===== src/hdl/wr_route_defs.vh =====
// Constants for the master-port write routing block.
// Assumes inclusion by bare name from the design files under hdl/.
//
// What this block does
// - Core writes drive user bits: 8 early response, 7 zero line, 6 clean, 5 L1, 0 shared.
// - Core writes carry inner attributes in user bits 4 to 1.
// - Coherency port writes zero user bits 8:5 and pass bits 4:0 through.
// - Filter enable, start and end registers load their pins on reset exit.
// - With filtering on, in-range accesses go to port one, all others port zero.
// - With filtering off, locked and exclusive accesses always use port zero.
// - With filtering off, device forcing sends every device-type access to port zero.
// - Filtering wins over device forcing for in-range device accesses.
// - Master ports run integer and half-integer ratios through clock enables.
// - Optional 64-bit coherency slave port for non-caching masters.
// - Outbound write ID bit 2 is 0 for cores, 1 for coherency port.
// - Coherency port uses integer ratios only, one slave clock enable.
`ifndef WR_ROUTE_DEFS_VH
`define WR_ROUTE_DEFS_VH

// *****
// Register map (byte addresses)
// *****
`define REG_CTRL          4'h0
`define REG_FILTER_LOW    4'h4
`define REG_FILTER_HIGH   4'h8
`define REG_ISSUE_COUNT   4'hc

// *****
// Control register fields
// *****
`define CTRL_FILTER_EN_BIT   1
`define CTRL_DEV_FORCE_BIT   3
`define CTRL_RESET           32'h0000_0000

// *****
// Write user bit fields and encodings
// *****
`define USER_EARLY_RESP_BIT  8
`define USER_ZERO_LINE_BIT   7
`define USER_CLEAN_EVICT_BIT 6
`define USER_L1_EVICT_BIT    5
`define USER_SHARED_BIT      0
`define ATTR_STRONG_ORDER    4'b0000
`define ATTR_DEVICE          4'b0001
`define ATTR_NORMAL_NC       4'b0011
`define ATTR_WRITE_THROUGH   4'b0110
`define ATTR_WB_NO_ALLOC     4'b0111
`define ATTR_WB_ALLOC        4'b1111
`define COH_USER_HIGH_ZERO   4'b0000

// *****
// ID field, lock encodings, bus answers, timing
// *****
`define ID_SOURCE_BIT        2
`define LOCK_EXCLUSIVE       2'b01
`define LOCK_LOCKED          2'b10
`define RESP_OKAY            2'b00
`define RESP_SLVERR          2'b10
`define PIN_SETTLE_CYCLES    2'd3

`endif


===== src/hdl/master_port_stage.v =====
// One outbound write-address stage for a master port.
// Assumes the port's input and output clock enables come from logic on clk.
`timescale 1ns/1ps
`default_nettype none

module master_port_stage #(
   parameter PAYLOAD_W = 64
) (
   input  wire                 clk,
   input  wire                 arst_n,
   input  wire                 in_clk_en,
   input  wire                 out_clk_en,
   input  wire                 load_valid,
   input  wire [PAYLOAD_W-1:0] load_payload,
   output wire                 load_ready,
   output reg                  port_valid,
   output reg  [PAYLOAD_W-1:0] port_payload,
   input  wire                 port_ready
);

   reg  taken;   // Handshake seen on an input edge, not yet retired
   wire done;

   // *****
   // Handshake bookkeeping
   // *****
   // Ready only counts on input-enabled edges; retire on output edges
   assign done       = port_valid & (taken | (in_clk_en & port_ready));
   assign load_ready = out_clk_en & (~port_valid | done);

   // Outbound signals change only on output-enabled edges
   always @(posedge clk or negedge arst_n) begin
      if (!arst_n) begin
         port_valid   <= 1'b0;
         port_payload <= {PAYLOAD_W{1'b0}};
         taken        <= 1'b0;
      end else if (out_clk_en) begin
         if (!port_valid || done) begin
            port_valid   <= load_valid;
            port_payload <= load_payload;
            taken        <= 1'b0;
         end
      end else if (in_clk_en && port_valid && port_ready) begin
         taken <= 1'b1;   // Keep the beat so a slow output edge cannot replay it
      end
   end

endmodule // master_port_stage

`default_nettype wire


===== src/hdl/write_route.v =====
// Write-address router for two outbound master ports, with user bit
// composition, address filtering, device forcing and an AXI4-Lite
// register slave. Assumes all inputs except the filter pins are on clk.
//
// Register access over AXI4-Lite and the placing of the registers are this design's own decisions.
`timescale 1ns/1ps
`default_nettype none
`include "wr_route_defs.vh"

module write_route #(
   parameter ADDR_W     = 32,
   parameter SPLIT_BIT  = 5    // Address bit that spreads unfiltered traffic
) (
   input  wire              clk,
   input  wire              arst_n,
   // Filter straps
   input  wire              addr_filter_enable_pin,
   input  wire [ADDR_W-1:0] addr_filter_low_pin,
   input  wire [ADDR_W-1:0] addr_filter_high_pin,
   // Core write request
   input  wire              core_aw_valid,
   output reg               core_aw_ready,
   input  wire [ADDR_W-1:0] core_aw_addr,
   input  wire [1:0]        core_aw_cpu,
   input  wire [2:0]        core_aw_kind,
   input  wire [3:0]        core_aw_attr,
   input  wire              core_aw_shared,
   input  wire              core_aw_early_resp,
   input  wire              core_aw_zero_line,
   input  wire              core_aw_clean_evict,
   input  wire              core_aw_l1_evict,
   input  wire [1:0]        core_aw_lock,
   // Coherency slave port write request
   input  wire              coherency_port_clk_en,
   input  wire              coh_aw_valid,
   output reg               coh_aw_ready,
   input  wire [ADDR_W-1:0] coh_aw_addr,
   input  wire [2:0]        coh_aw_id,
   input  wire [4:0]        coherency_port_write_user_in,
   input  wire [1:0]        coh_aw_lock,
   // Master port zero
   input  wire              port0_input_clk_en,
   input  wire              port0_output_clk_en,
   output wire              m0_aw_valid,
   input  wire              m0_aw_ready,
   output wire [ADDR_W-1:0] m0_aw_addr,
   output wire [5:0]        m0_write_id,
   output wire [8:0]        m0_write_user_bits,
   output wire [1:0]        m0_aw_lock,
   // Master port one
   input  wire              port1_input_clk_en,
   input  wire              port1_output_clk_en,
   output wire              m1_aw_valid,
   input  wire              m1_aw_ready,
   output wire [ADDR_W-1:0] m1_aw_addr,
   output wire [5:0]        m1_write_id,
   output wire [8:0]        m1_write_user_bits,
   output wire [1:0]        m1_aw_lock,
   // AXI4-Lite register slave
   input  wire              s_axi_awvalid,
   output reg               s_axi_awready,
   input  wire [3:0]        s_axi_awaddr,
   input  wire              s_axi_wvalid,
   output reg               s_axi_wready,
   input  wire [31:0]       s_axi_wdata,
   input  wire [3:0]        s_axi_wstrb,
   output reg               s_axi_bvalid,
   input  wire              s_axi_bready,
   output reg  [1:0]        s_axi_bresp,
   input  wire              s_axi_arvalid,
   output reg               s_axi_arready,
   input  wire [3:0]        s_axi_araddr,
   output reg               s_axi_rvalid,
   input  wire              s_axi_rready,
   output reg  [31:0]       s_axi_rdata,
   output reg  [1:0]        s_axi_rresp
);

   localparam PAYLOAD_W = ADDR_W + 6 + 9 + 2;

   // *****
   // Functions
   // *****
   // Byte-enable merge for register writes
   function [31:0] merge_bytes;
      input [31:0] old_val;
      input [31:0] new_val;
      input [3:0]  strb;
      integer      b;
      begin
         merge_bytes = old_val;
         for (b = 0; b < 4; b = b + 1) begin
            if (strb[b]) begin
               merge_bytes[b*8 +: 8] = new_val[b*8 +: 8];
            end
         end
      end
   endfunction

   // True for an exclusive or locked access
   function is_locked;
      input [1:0] lock;
      begin
         is_locked = (lock == `LOCK_EXCLUSIVE) || (lock == `LOCK_LOCKED);
      end
   endfunction

   // *****
   // Strap synchronisers and capture on reset exit
   // *****
   reg              en_sync1;
   reg              en_sync2;
   reg [ADDR_W-1:0] low_sync1;
   reg [ADDR_W-1:0] low_sync2;
   reg [ADDR_W-1:0] high_sync1;
   reg [ADDR_W-1:0] high_sync2;
   reg [1:0]        settle_cnt;
   reg              straps_loaded;

   // Two flops before anything looks at the pins
   always @(posedge clk or negedge arst_n) begin
      if (!arst_n) begin
         en_sync1   <= 1'b0;
         en_sync2   <= 1'b0;
         low_sync1  <= {ADDR_W{1'b0}};
         low_sync2  <= {ADDR_W{1'b0}};
         high_sync1 <= {ADDR_W{1'b0}};
         high_sync2 <= {ADDR_W{1'b0}};
      end else begin
         en_sync1   <= addr_filter_enable_pin;
         en_sync2   <= en_sync1;
         low_sync1  <= addr_filter_low_pin;
         low_sync2  <= low_sync1;
         high_sync1 <= addr_filter_high_pin;
         high_sync2 <= high_sync1;
      end
   end

   // Wait for the synchronisers to fill before trusting the straps
   always @(posedge clk or negedge arst_n) begin
      if (!arst_n) begin
         settle_cnt    <= 2'd0;
         straps_loaded <= 1'b0;
      end else if (!straps_loaded) begin
         settle_cnt    <= settle_cnt + 2'd1;
         straps_loaded <= (settle_cnt == `PIN_SETTLE_CYCLES);
      end
   end

   // *****
   // Registers
   // *****
   reg  [31:0]       ctrl;
   reg  [ADDR_W-1:0] filter_low;
   reg  [ADDR_W-1:0] filter_high;
   reg  [15:0]       issued0;
   reg  [15:0]       issued1;
   reg               aw_held;
   reg  [3:0]        aw_addr_held;
   reg               w_held;
   reg  [31:0]       w_data_held;
   reg  [3:0]        w_strb_held;
   wire              wr_fire;
   wire              wr_mapped;

   assign wr_fire   = aw_held & w_held & ~s_axi_bvalid;
   assign wr_mapped = (aw_addr_held == `REG_CTRL) || (aw_addr_held == `REG_FILTER_LOW)
                    || (aw_addr_held == `REG_FILTER_HIGH);

   // Address and data taken in either order; answer once both are in
   always @(posedge clk or negedge arst_n) begin
      if (!arst_n) begin
         s_axi_awready <= 1'b0;
         s_axi_wready  <= 1'b0;
         s_axi_bvalid  <= 1'b0;
         s_axi_bresp   <= `RESP_OKAY;
         aw_held       <= 1'b0;
         aw_addr_held  <= 4'h0;
         w_held        <= 1'b0;
         w_data_held   <= 32'h0000_0000;
         w_strb_held   <= 4'h0;
      end else begin
         s_axi_awready <= straps_loaded & ~aw_held & ~(s_axi_awvalid & s_axi_awready);
         s_axi_wready  <= straps_loaded & ~w_held & ~(s_axi_wvalid & s_axi_wready);
         if (s_axi_awvalid && s_axi_awready) begin
            aw_held      <= 1'b1;
            aw_addr_held <= s_axi_awaddr;
         end
         if (s_axi_wvalid && s_axi_wready) begin
            w_held      <= 1'b1;
            w_data_held <= s_axi_wdata;
            w_strb_held <= s_axi_wstrb;
         end
         if (wr_fire) begin
            s_axi_bvalid <= 1'b1;
            s_axi_bresp  <= wr_mapped ? `RESP_OKAY : `RESP_SLVERR;
         end else if (s_axi_bvalid && s_axi_bready) begin
            s_axi_bvalid <= 1'b0;
            aw_held      <= 1'b0;
            w_held       <= 1'b0;
         end
      end
   end

   // Strap capture first, then software writes; both stay legal
   always @(posedge clk or negedge arst_n) begin
      if (!arst_n) begin
         ctrl        <= `CTRL_RESET;
         filter_low  <= {ADDR_W{1'b0}};
         filter_high <= {ADDR_W{1'b0}};
      end else if (!straps_loaded) begin
         ctrl[`CTRL_FILTER_EN_BIT] <= en_sync2;
         filter_low                <= low_sync2;
         filter_high               <= high_sync2;
      end else if (wr_fire) begin
         if (aw_addr_held == `REG_CTRL) begin
            ctrl <= merge_bytes(ctrl, w_data_held, w_strb_held);
         end else if (aw_addr_held == `REG_FILTER_LOW) begin
            filter_low <= merge_bytes(filter_low, w_data_held, w_strb_held);
         end else if (aw_addr_held == `REG_FILTER_HIGH) begin
            filter_high <= merge_bytes(filter_high, w_data_held, w_strb_held);
         end
      end
   end

   // Read channel: one cycle from address to data
   always @(posedge clk or negedge arst_n) begin
      if (!arst_n) begin
         s_axi_arready <= 1'b0;
         s_axi_rvalid  <= 1'b0;
         s_axi_rdata   <= 32'h0000_0000;
         s_axi_rresp   <= `RESP_OKAY;
      end else begin
         s_axi_arready <= ~s_axi_rvalid & ~(s_axi_arvalid & s_axi_arready);
         if (s_axi_arvalid && s_axi_arready) begin
            s_axi_rvalid <= 1'b1;
            s_axi_rresp  <= `RESP_OKAY;
            if (s_axi_araddr == `REG_CTRL) begin
               s_axi_rdata <= ctrl;
            end else if (s_axi_araddr == `REG_FILTER_LOW) begin
               s_axi_rdata <= filter_low;
            end else if (s_axi_araddr == `REG_FILTER_HIGH) begin
               s_axi_rdata <= filter_high;
            end else if (s_axi_araddr == `REG_ISSUE_COUNT) begin
               s_axi_rdata <= {issued1, issued0};
            end else begin
               s_axi_rdata <= 32'h0000_0000;
               s_axi_rresp <= `RESP_SLVERR;
            end
         end else if (s_axi_rvalid && s_axi_rready) begin
            s_axi_rvalid <= 1'b0;
         end
      end
   end

   // *****
   // Request holding slots
   // *****
   reg                 core_held;
   reg [PAYLOAD_W-1:0] core_payload;
   reg                 coh_held;
   reg [PAYLOAD_W-1:0] coh_payload;
   reg                 last_coh;   // Fairness: coherency port won last time
   wire                core_take;
   wire                coh_take;
   wire                core_win;
   wire                coh_win;
   wire                grant;

   assign core_take = core_aw_valid & core_aw_ready;
   assign coh_take  = coherency_port_clk_en & coh_aw_valid & coh_aw_ready;

   // Compose outbound id and user bits as each request is taken
   always @(posedge clk or negedge arst_n) begin
      if (!arst_n) begin
         core_payload <= {PAYLOAD_W{1'b0}};
         coh_payload  <= {PAYLOAD_W{1'b0}};
      end else begin
         if (core_take) begin
            core_payload <= {core_aw_addr,
                             core_aw_kind, 1'b0, core_aw_cpu,
                             core_aw_early_resp, core_aw_zero_line,
                             core_aw_clean_evict, core_aw_l1_evict,
                             core_aw_attr,
                             core_aw_shared,
                             core_aw_lock};
         end
         if (coh_take) begin
            // Low user bits pass as given; the far master picks its encoding
            coh_payload <= {coh_aw_addr,
                            coh_aw_id, 1'b1, 2'b00,
                            `COH_USER_HIGH_ZERO,
                            coherency_port_write_user_in,
                            coh_aw_lock};
         end
      end
   end

   // *****
   // Routing decision
   // *****
   wire [PAYLOAD_W-1:0] sel_payload;
   wire [ADDR_W-1:0]    sel_addr;
   wire [3:0]           sel_attr;
   wire [1:0]           sel_lock;
   wire                 in_range;
   wire                 want_one;
   wire                 load0_ready;
   wire                 load1_ready;
   wire                 sel_ready;

   assign core_win    = core_held & (~coh_held | last_coh);
   assign coh_win     = coh_held & ~core_win;
   assign sel_payload = core_win ? core_payload : coh_payload;
   assign sel_addr    = sel_payload[PAYLOAD_W-1 -: ADDR_W];
   assign sel_attr    = sel_payload[6:3];
   assign sel_lock    = sel_payload[1:0];
   assign in_range    = (sel_addr >= filter_low) && (sel_addr <= filter_high);

   // Filtering overrides device forcing and every attribute
   assign want_one = ctrl[`CTRL_FILTER_EN_BIT] ? in_range :
                     is_locked(sel_lock) ? 1'b0 :
                     (ctrl[`CTRL_DEV_FORCE_BIT]
                        && sel_attr == `ATTR_DEVICE) ? 1'b0 :
                     sel_addr[SPLIT_BIT];   // Same address, same port: order kept

   assign sel_ready = want_one ? load1_ready : load0_ready;
   assign grant     = (core_held | coh_held) & sel_ready;

   // Slots empty on grant; ready flags mirror the next slot state
   always @(posedge clk or negedge arst_n) begin
      if (!arst_n) begin
         core_held     <= 1'b0;
         coh_held      <= 1'b0;
         core_aw_ready <= 1'b0;
         coh_aw_ready  <= 1'b0;
         last_coh      <= 1'b0;
      end else begin
         core_held     <= core_take | (core_held & ~(grant & core_win));
         coh_held      <= coh_take | (coh_held & ~(grant & coh_win));
         core_aw_ready <= ~(core_take | (core_held & ~(grant & core_win)));
         if (coherency_port_clk_en) begin
            // Ready changes only on enabled edges of the slave port
            coh_aw_ready <= ~(coh_take | (coh_held & ~(grant & coh_win)));
         end else if (coh_aw_ready && coh_held) begin
            coh_aw_ready <= 1'b0;
         end
         if (grant) begin
            last_coh <= coh_win;
         end
      end
   end

   // Per-port issue counters, wrap silently
   always @(posedge clk or negedge arst_n) begin
      if (!arst_n) begin
         issued0 <= 16'h0000;
         issued1 <= 16'h0000;
      end else if (grant) begin
         if (want_one) begin
            issued1 <= issued1 + 16'h0001;
         end else begin
            issued0 <= issued0 + 16'h0001;
         end
      end
   end

   // *****
   // Master port stages
   // *****
   wire [PAYLOAD_W-1:0] m0_payload;
   wire [PAYLOAD_W-1:0] m1_payload;

   // Ratios set entirely by the system's enables on each port
   master_port_stage #(.PAYLOAD_W(PAYLOAD_W)) u_port0 (
      .clk          (clk),
      .arst_n       (arst_n),
      .in_clk_en    (port0_input_clk_en),
      .out_clk_en   (port0_output_clk_en),
      .load_valid   (grant & ~want_one),
      .load_payload (sel_payload),
      .load_ready   (load0_ready),
      .port_valid   (m0_aw_valid),
      .port_payload (m0_payload),
      .port_ready   (m0_aw_ready)
   );

   master_port_stage #(.PAYLOAD_W(PAYLOAD_W)) u_port1 (
      .clk          (clk),
      .arst_n       (arst_n),
      .in_clk_en    (port1_input_clk_en),
      .out_clk_en   (port1_output_clk_en),
      .load_valid   (grant & want_one),
      .load_payload (sel_payload),
      .load_ready   (load1_ready),
      .port_valid   (m1_aw_valid),
      .port_payload (m1_payload),
      .port_ready   (m1_aw_ready)
   );

   // Unpack stage flops onto the port fields
   assign m0_aw_addr         = m0_payload[PAYLOAD_W-1 -: ADDR_W];
   assign m0_write_id        = m0_payload[16:11];
   assign m0_write_user_bits = m0_payload[10:2];
   assign m0_aw_lock         = m0_payload[1:0];
   assign m1_aw_addr         = m1_payload[PAYLOAD_W-1 -: ADDR_W];
   assign m1_write_id        = m1_payload[16:11];
   assign m1_write_user_bits = m1_payload[10:2];
   assign m1_aw_lock         = m1_payload[1:0];

endmodule // write_route

`default_nettype wire


===== config.mk =====
export PLATFORM = sky130hd
export DESIGN_NAME = write_route
export DESIGN_NICKNAME = d
export VERILOG_FILES = /design/src/hdl/master_port_stage.v /design/src/hdl/write_route.v
export VERILOG_INCLUDE_DIRS = /design/src /design/src/hdl
export SDC_FILE = /design/constraint.sdc
export NUM_CORES = 1
export LEC_CHECK = 0
export BUFFER_PORTS_ARGS = -buffer_cell sky130_fd_sc_hd__buf_2
export CAP_MARGIN = 20
export CELL_PAD_IN_SITES_DETAIL_PLACEMENT = 1
export CELL_PAD_IN_SITES_GLOBAL_PLACEMENT = 2
export CORE_MARGIN = 4
export CORE_UTILIZATION = 40
export DETAILED_ROUTE_END_ITERATION = 10
export PLACE_DENSITY_LB_ADDON = 0.1
export SLEW_MARGIN = 20
export SYNTH_ARGS = -nofsm -noshare
export SYNTH_HDL_FRONTEND = slang
export SYNTH_SLANG_ARGS = --single-unit

===== constraint.sdc =====
create_clock -name clk -period 11.55 [get_ports clk]
set_input_delay 1.7325 -clock clk [delete_from_list [all_inputs] [get_ports clk]]
set_output_delay 1.7325 -clock clk [all_outputs]
set_load 0.005 [all_outputs]

==> run metrics, run 1 <==
outcome complete, no violations; Post-CTS Setup Bufs 0; Hold-fix buffers, CTS 0; setup_tns 0 ps; number of core rows 86; worst reg-to-reg path cell count 14; Final Power 7.37 mW; drt wl/cell 21.6 um; hold_sp low_sync1[10]; pin count of the biggest net entering global routing 158; post-CTS sizing 0; main flop type after synthesis dfrtp_1; Hold Path End low_sync2[10]; Post-Layout Cell Count 3,065; reg2reg start coh_held; Reg power frac 0.407; setup violators final 0; count of unique library cells instantiated by Yosys 52; Clock transition at path regs 60 ps; Seq/Total Area, Yosys 0.609; worst-skew pair later-pin latency 610 ps; largest fanout on the critical path 35; CTS Sinks 540; power per cell area 275 nW/um^2; share of layout cells above drive strength 1 0.281; synthesized area 22,200 um^2; Post-DP Area 24,800 um^2; CP cell instances nand2b_1 > and2_2 > buf_4 > mux2i_1 > inv_1 > ha_1 > nand2_1 > o21ai_0 > a221oi_1 > o21ai_0 > a22oi_1 > o2bb2ai_4 > and2_1 > mux2_2; worst hold margin 347 ps; Nets 2,548; Net Switching 2.65 mW; Sw Share 0.359; normalized max-slew margin 0.276; Iteration-0 DRC Markers 732; CTS Buf Count 58; via-per-instance ratio 5.10; vias in the first global route 16,600; initial antenna violation count 7; worst endpoint data arrival time 5550 ps; hold crit path type reg2reg; Leak Pwr 13.5 nW; cell internal pwr 4.73 mW; clock power share 0.265; Total GRT Usage 0.223; Worst Clk Skew 15.7 ps; hold depth 0; chip height 244 um; DRT antenna net count 0; Worst Tran Pin Value 1090 ps; final hold violation count 0; WP data required 12,030 ps; area of the core 55,000 um^2; peak supply drop 0.000118 V; first-pass GRT wire length 103,000 um; max-cap violation count 0; Combinational Power Share 0.328; First-pass DRT Iterations 5; Cells after Synth 1,916; Synth area leader dfrtp_1; worst reg2reg path endpoint issued1[1]; die area 59,300 um^2; top cell type's share of synthesized area 0.609; vias 15,600; startpoint types register; GP Congestion 0.807; YS warnings 0; RSZ-0062 raised after global routing false; placed instance count 2,953; Die X 244 um; Slowest-stage cell, CP o2bb2ai_4; clk root buf clkbuf_16; initial core utilization 0.403; most common cell after layout, fill and taps aside dfrtp_1; EDFF count, synth 0; CTS tree yes; CTS H-Tree Depth 2; commonest non-fill, non-tap cells in the layout dfrtp_1, buf_2, nand2_1; FF+latch count, synth 540; largest cells by area after synthesis dfrtp_1, mux2_2, o21ai_0; final wirelength 66,200 um; ys async rst share 1.00; Clock Path Buffers 3; fin area 26,800 um^2; Final min period 5070 ps; Tcrit/Tclk final 0.439; Syn Area/Cell 11.6 um^2; Crit Path Class reg2reg; total gr overflow 0; Syn-to-layout area delta 20.9%; achievable frequency 197 MHz; Post-DP HPWL 48,200 um; port bufs 355; Critical Path Most Common Cell o21ai_0; drc violations 0; max-slew violations 0; CP Capture Type register; IO Pins 358; flop2flop setup slack 6480 ps; biggest cell delay along the critical path 760 ps
[cell families after synthesis]
logic type | count (synthesis) | synth area share
xor+xnor | 33 | 0.0130
buf+inv | 187 | 0.0325
other cells | 1 | 0.000169
mux | 273 | 0.132
simple gates | 445 | 0.0871
fa+ha+maj | 67 | 0.0378
flops | 540 | 0.609
compound gates | 370 | 0.0878
[power groups by stage]
stage,logic [mW],clock network (mW),registers (mW)
after floorplan,1.53,0,2.87
after global placement,2.36,0,3.01
after detailed placement,2.45,0,3.04
after CTS,2.46,2.00,3.01
after global routing,2.75,2.08,3.09
final,2.42,1.95,3.00
[cells in the mapped netlist, drive strengths merged, types with 2 or more instances]
master and n:
xnor2 18, a21oi 115, nor3 15, dfrtp 540
nand3 28, a31oi 2, or4 3, xor2 15
and2 5, nor3b 3, nand2 263, and3 9
buf 15, clkbuf 70, nor4 13, nand3b 3
a21o 2, nor2b 2, nand2b 8, ha 67
inv 102, or4b 2, nand4 20, mux2i 108
mux2 165, nor2 65, a211oi 3, a22oi 2
or2 4, o21ai 230, a221oi 3
[worst max path at each step]
stage,to,startpoint,depth (start not counted)
2_1_floorplan,last_coh,coh_held,16
3_3_place_gp,issued1[1],coh_held,14
3_5_place_dp,issued1[1],coh_held,14
4_1_cts,issued1[1],coh_held,14
5_1_grt,issued1[1],coh_held,14
6_report,issued1[1],coh_held,14
[stage by stage]
step            util  worst slack, ps
2_1_floorplan      -             7520
3_3_place_gp   0.450             6500
3_5_place_dp   0.450             6430
4_1_cts        0.487             6440
5_1_grt        0.488             6080
6_report       0.488             6480
[cell type report]
class,instances,area (um^2)
Antenna cell,5,12.5
Clock buffer,86,1740
Clock inverter,20,283
Fill cell,5872,28200
Inverter,102,383
Multi-Input combinational cell,1190,8000
Sequential cell,540,13500
Tap cell,748,936
Timing Repair Buffer,374,1950
[layer usage]
| layer | GRT usage | vias to the layer above | part of all wire |
|---|---|---|---|
| li1 | - | 7278 | - |
| met1 | 0.329 | 7924 | 0.48 |
| met2 | 0.339 | 329 | 0.44 |
| met3 | 0.0473 | 83 | 0.055 |
| met4 | 0.0543 | 6 | 0.019 |
| met5 | 0 | - | 0.00053 |
[state kept, by name, indices dropped and copies added (netlist names), 2 cells and up]
register	count
issued1	16
u_port1.port_payload	49
low_sync2	32
w_strb_held	4
filter_low	32
high_sync2	32
s_axi_rdata	32
ctrl	32
u_port0.port_payload	49
coh_payload	43
filter_high	32
high_sync1	32
aw_addr_held	4
low_sync1	32
core_payload	48
issued0	16
settle_cnt	2
w_data_held	32
[critical path: cells and delay by family (launching register included)]
family / cells / cell delay [ps]
multiplexers: 2 / 680
buffers and inverters: 2 / 680
adder cells (fa/ha/maj): 1 / 330
AND/OR/NAND/NOR: 4 / 840
flip-flops: 1 / 420
AO/OA/AOI/OAI: 5 / 1950
Power figures use the tool's default switching activity.
==> run 2: changes to the inputs <==
--- a/config.mk
+++ b/config.mk
@@ -11,7 +11,7 @@
 export CELL_PAD_IN_SITES_DETAIL_PLACEMENT = 1
 export CELL_PAD_IN_SITES_GLOBAL_PLACEMENT = 2
 export CORE_MARGIN = 4
-export CORE_UTILIZATION = 40
+export CORE_UTILIZATION = 37
 export DETAILED_ROUTE_END_ITERATION = 10
 export PLACE_DENSITY_LB_ADDON = 0.1
 export SLEW_MARGIN = 20
==> constraint.sdc (replaced) <==
create_clock -name clk -period 5.1 [get_ports clk]
set_input_delay 0.765 -clock clk [delete_from_list [all_inputs] [get_ports clk]]
set_output_delay 0.765 -clock clk [all_outputs]
set_load 0.005 [all_outputs]
==> run metrics, run 2 (same netlist as run 1, synthesis figures left out) <==
Nets 2,551; chip height 253 um; Iteration-0 DRC Markers 757; placed instance count 2,981; IO Pins 358; worst reg-to-reg path cell count 14; worst endpoint data arrival time 5090 ps; outcome complete, no violations; setup_tns 0 ps; WP data required 5590 ps; vias in the first global route 16,600; total gr overflow 0; GP Congestion 0.837; Hold-fix buffers, CTS 0; Worst Tran Pin Value 1070 ps; Final Util 0.454; final hold violation count 0; via-per-instance ratio 5.01; CTS H-Tree Depth 2; most common cell after layout, fill and taps aside dfrtp_1; biggest registers after layout u_port0.port_payload x49, u_port1.port_payload x49, core_payload x48; Final min period 4600 ps; max-slew violations 0; hold crit path type in2async; startpoint types register; Tcrit/Tclk final 0.902; worst-skew pair later-pin latency 620 ps; Post-DP Area 24,900 um^2; largest fanout on the critical path 27; drc violations 0; CTS Buf Count 59; flop2flop setup slack 500 ps; Worst Clk Skew 21.1 ps; vias 15,500; RSZ-0062 raised after global routing false; port bufs 355; Die X 253 um; Total GRT Usage 0.207; Leak Pwr 13.5 nW; Post-Layout Cell Count 3,091; area of the core 59,200 um^2; Clock transition at path regs 60 ps; commonest non-fill, non-tap cells in the layout dfrtp_1, buf_2, nand2_1; Post-CTS Setup Bufs 0; clk root buf clkbuf_16; CP Capture Type register; max-cap violation count 0; DRT antenna net count 0; Post-DP HPWL 49,300 um; number of core rows 89; worst slack at placement 385 ps; share of layout cells above drive strength 1 0.281; normalized max-slew margin 0.282; Syn-to-layout area delta 21.4%; reg2reg start coh_held; power per cell area 624 nW/um^2; setup violators final 0; fin area 26,900 um^2; initial core utilization 0.374; Clock Path Buffers 3; first-pass GRT wire length 102,000 um; pin count of the biggest net entering global routing 115; Crit Path Class reg2reg; CTS tree yes; achievable frequency 217 MHz; die area 63,900 um^2; drt wl/cell 21.6 um; First-pass DRT Iterations 4; worst reg2reg path endpoint issued1[1]; final wirelength 66,900 um; peak supply drop 0.000309 V; post-route setup slack 501 ps; initial antenna violation count 9; CTS Sinks 540; post-CTS sizing 0
==> run 2: per-stage QoR <==
| stage | hold WS (ps) | power, mW |
|---|---|---|
| final | 182 | 16.8 |
| after global routing | 205 | 18.1 |
| after CTS | 198 | 17.1 |
| after detailed placement | 336 | 12.5 |
| after global placement | 334 | 12.3 |
| after floorplan | 331 | 9.97 |
==> run 2: final cells by class <==
cell class,count,area (um^2)
Tap cell,773,967
Timing Repair Buffer,376,2010
Fill cell,6413,32300
Clock buffer,85,1710
Clock inverter,23,335
Sequential cell,540,13500
Inverter,102,383
Multi-Input combinational cell,1190,8010
Antenna cell,2,5.00
==> run 2: power by group <==
group | internal (mW) | switching [mW] | total (mW)
clock network | 2.72 | 1.74 | 4.45
logic | 2.34 | 3.19 | 5.53
registers | 5.71 | 1.12 | 6.83
total | 10.8 | 6.05 | 16.8
==> run 2: per-layer routing <==
| layer | GRT usage | share of wire | up-vias |
|---|---|---|---|
| li1 | - | - | 7270 |
| met1 | 0.305 | 0.49 | 7799 |
| met2 | 0.316 | 0.44 | 308 |
| met3 | 0.0429 | 0.053 | 87 |
| met4 | 0.0462 | 0.016 | 12 |
| met5 | 0 | 0.0011 | - |
==> run 2: worst max-delay path by stage <==
stage          startpoint         end  slack (ps)  depth (start not counted)
2_1_floorplan    coh_held    last_coh        1070                         16
3_3_place_gp     coh_held  issued1[1]         510                         13
3_5_place_dp     coh_held  issued1[1]         380                         14
4_1_cts          coh_held  issued1[1]         370                         14
5_1_grt          coh_held  issued1[1]         120                         14
6_report         coh_held  issued1[1]         500                         14
==> run 2: worst max-delay path, stage by stage, from the launching register on <==
cell and delay, ps:
dfrtp_1 430, nand2b_1 130, and2_2 450, buf_12 290, mux2i_1 380, inv_1 160, ha_1 320, nand4_1 120
nor4_1 550, nor2b_1 200, a21oi_1 50, a31o_1 230, o2bb2ai_4 500, and2_1 290, mux2_2 350
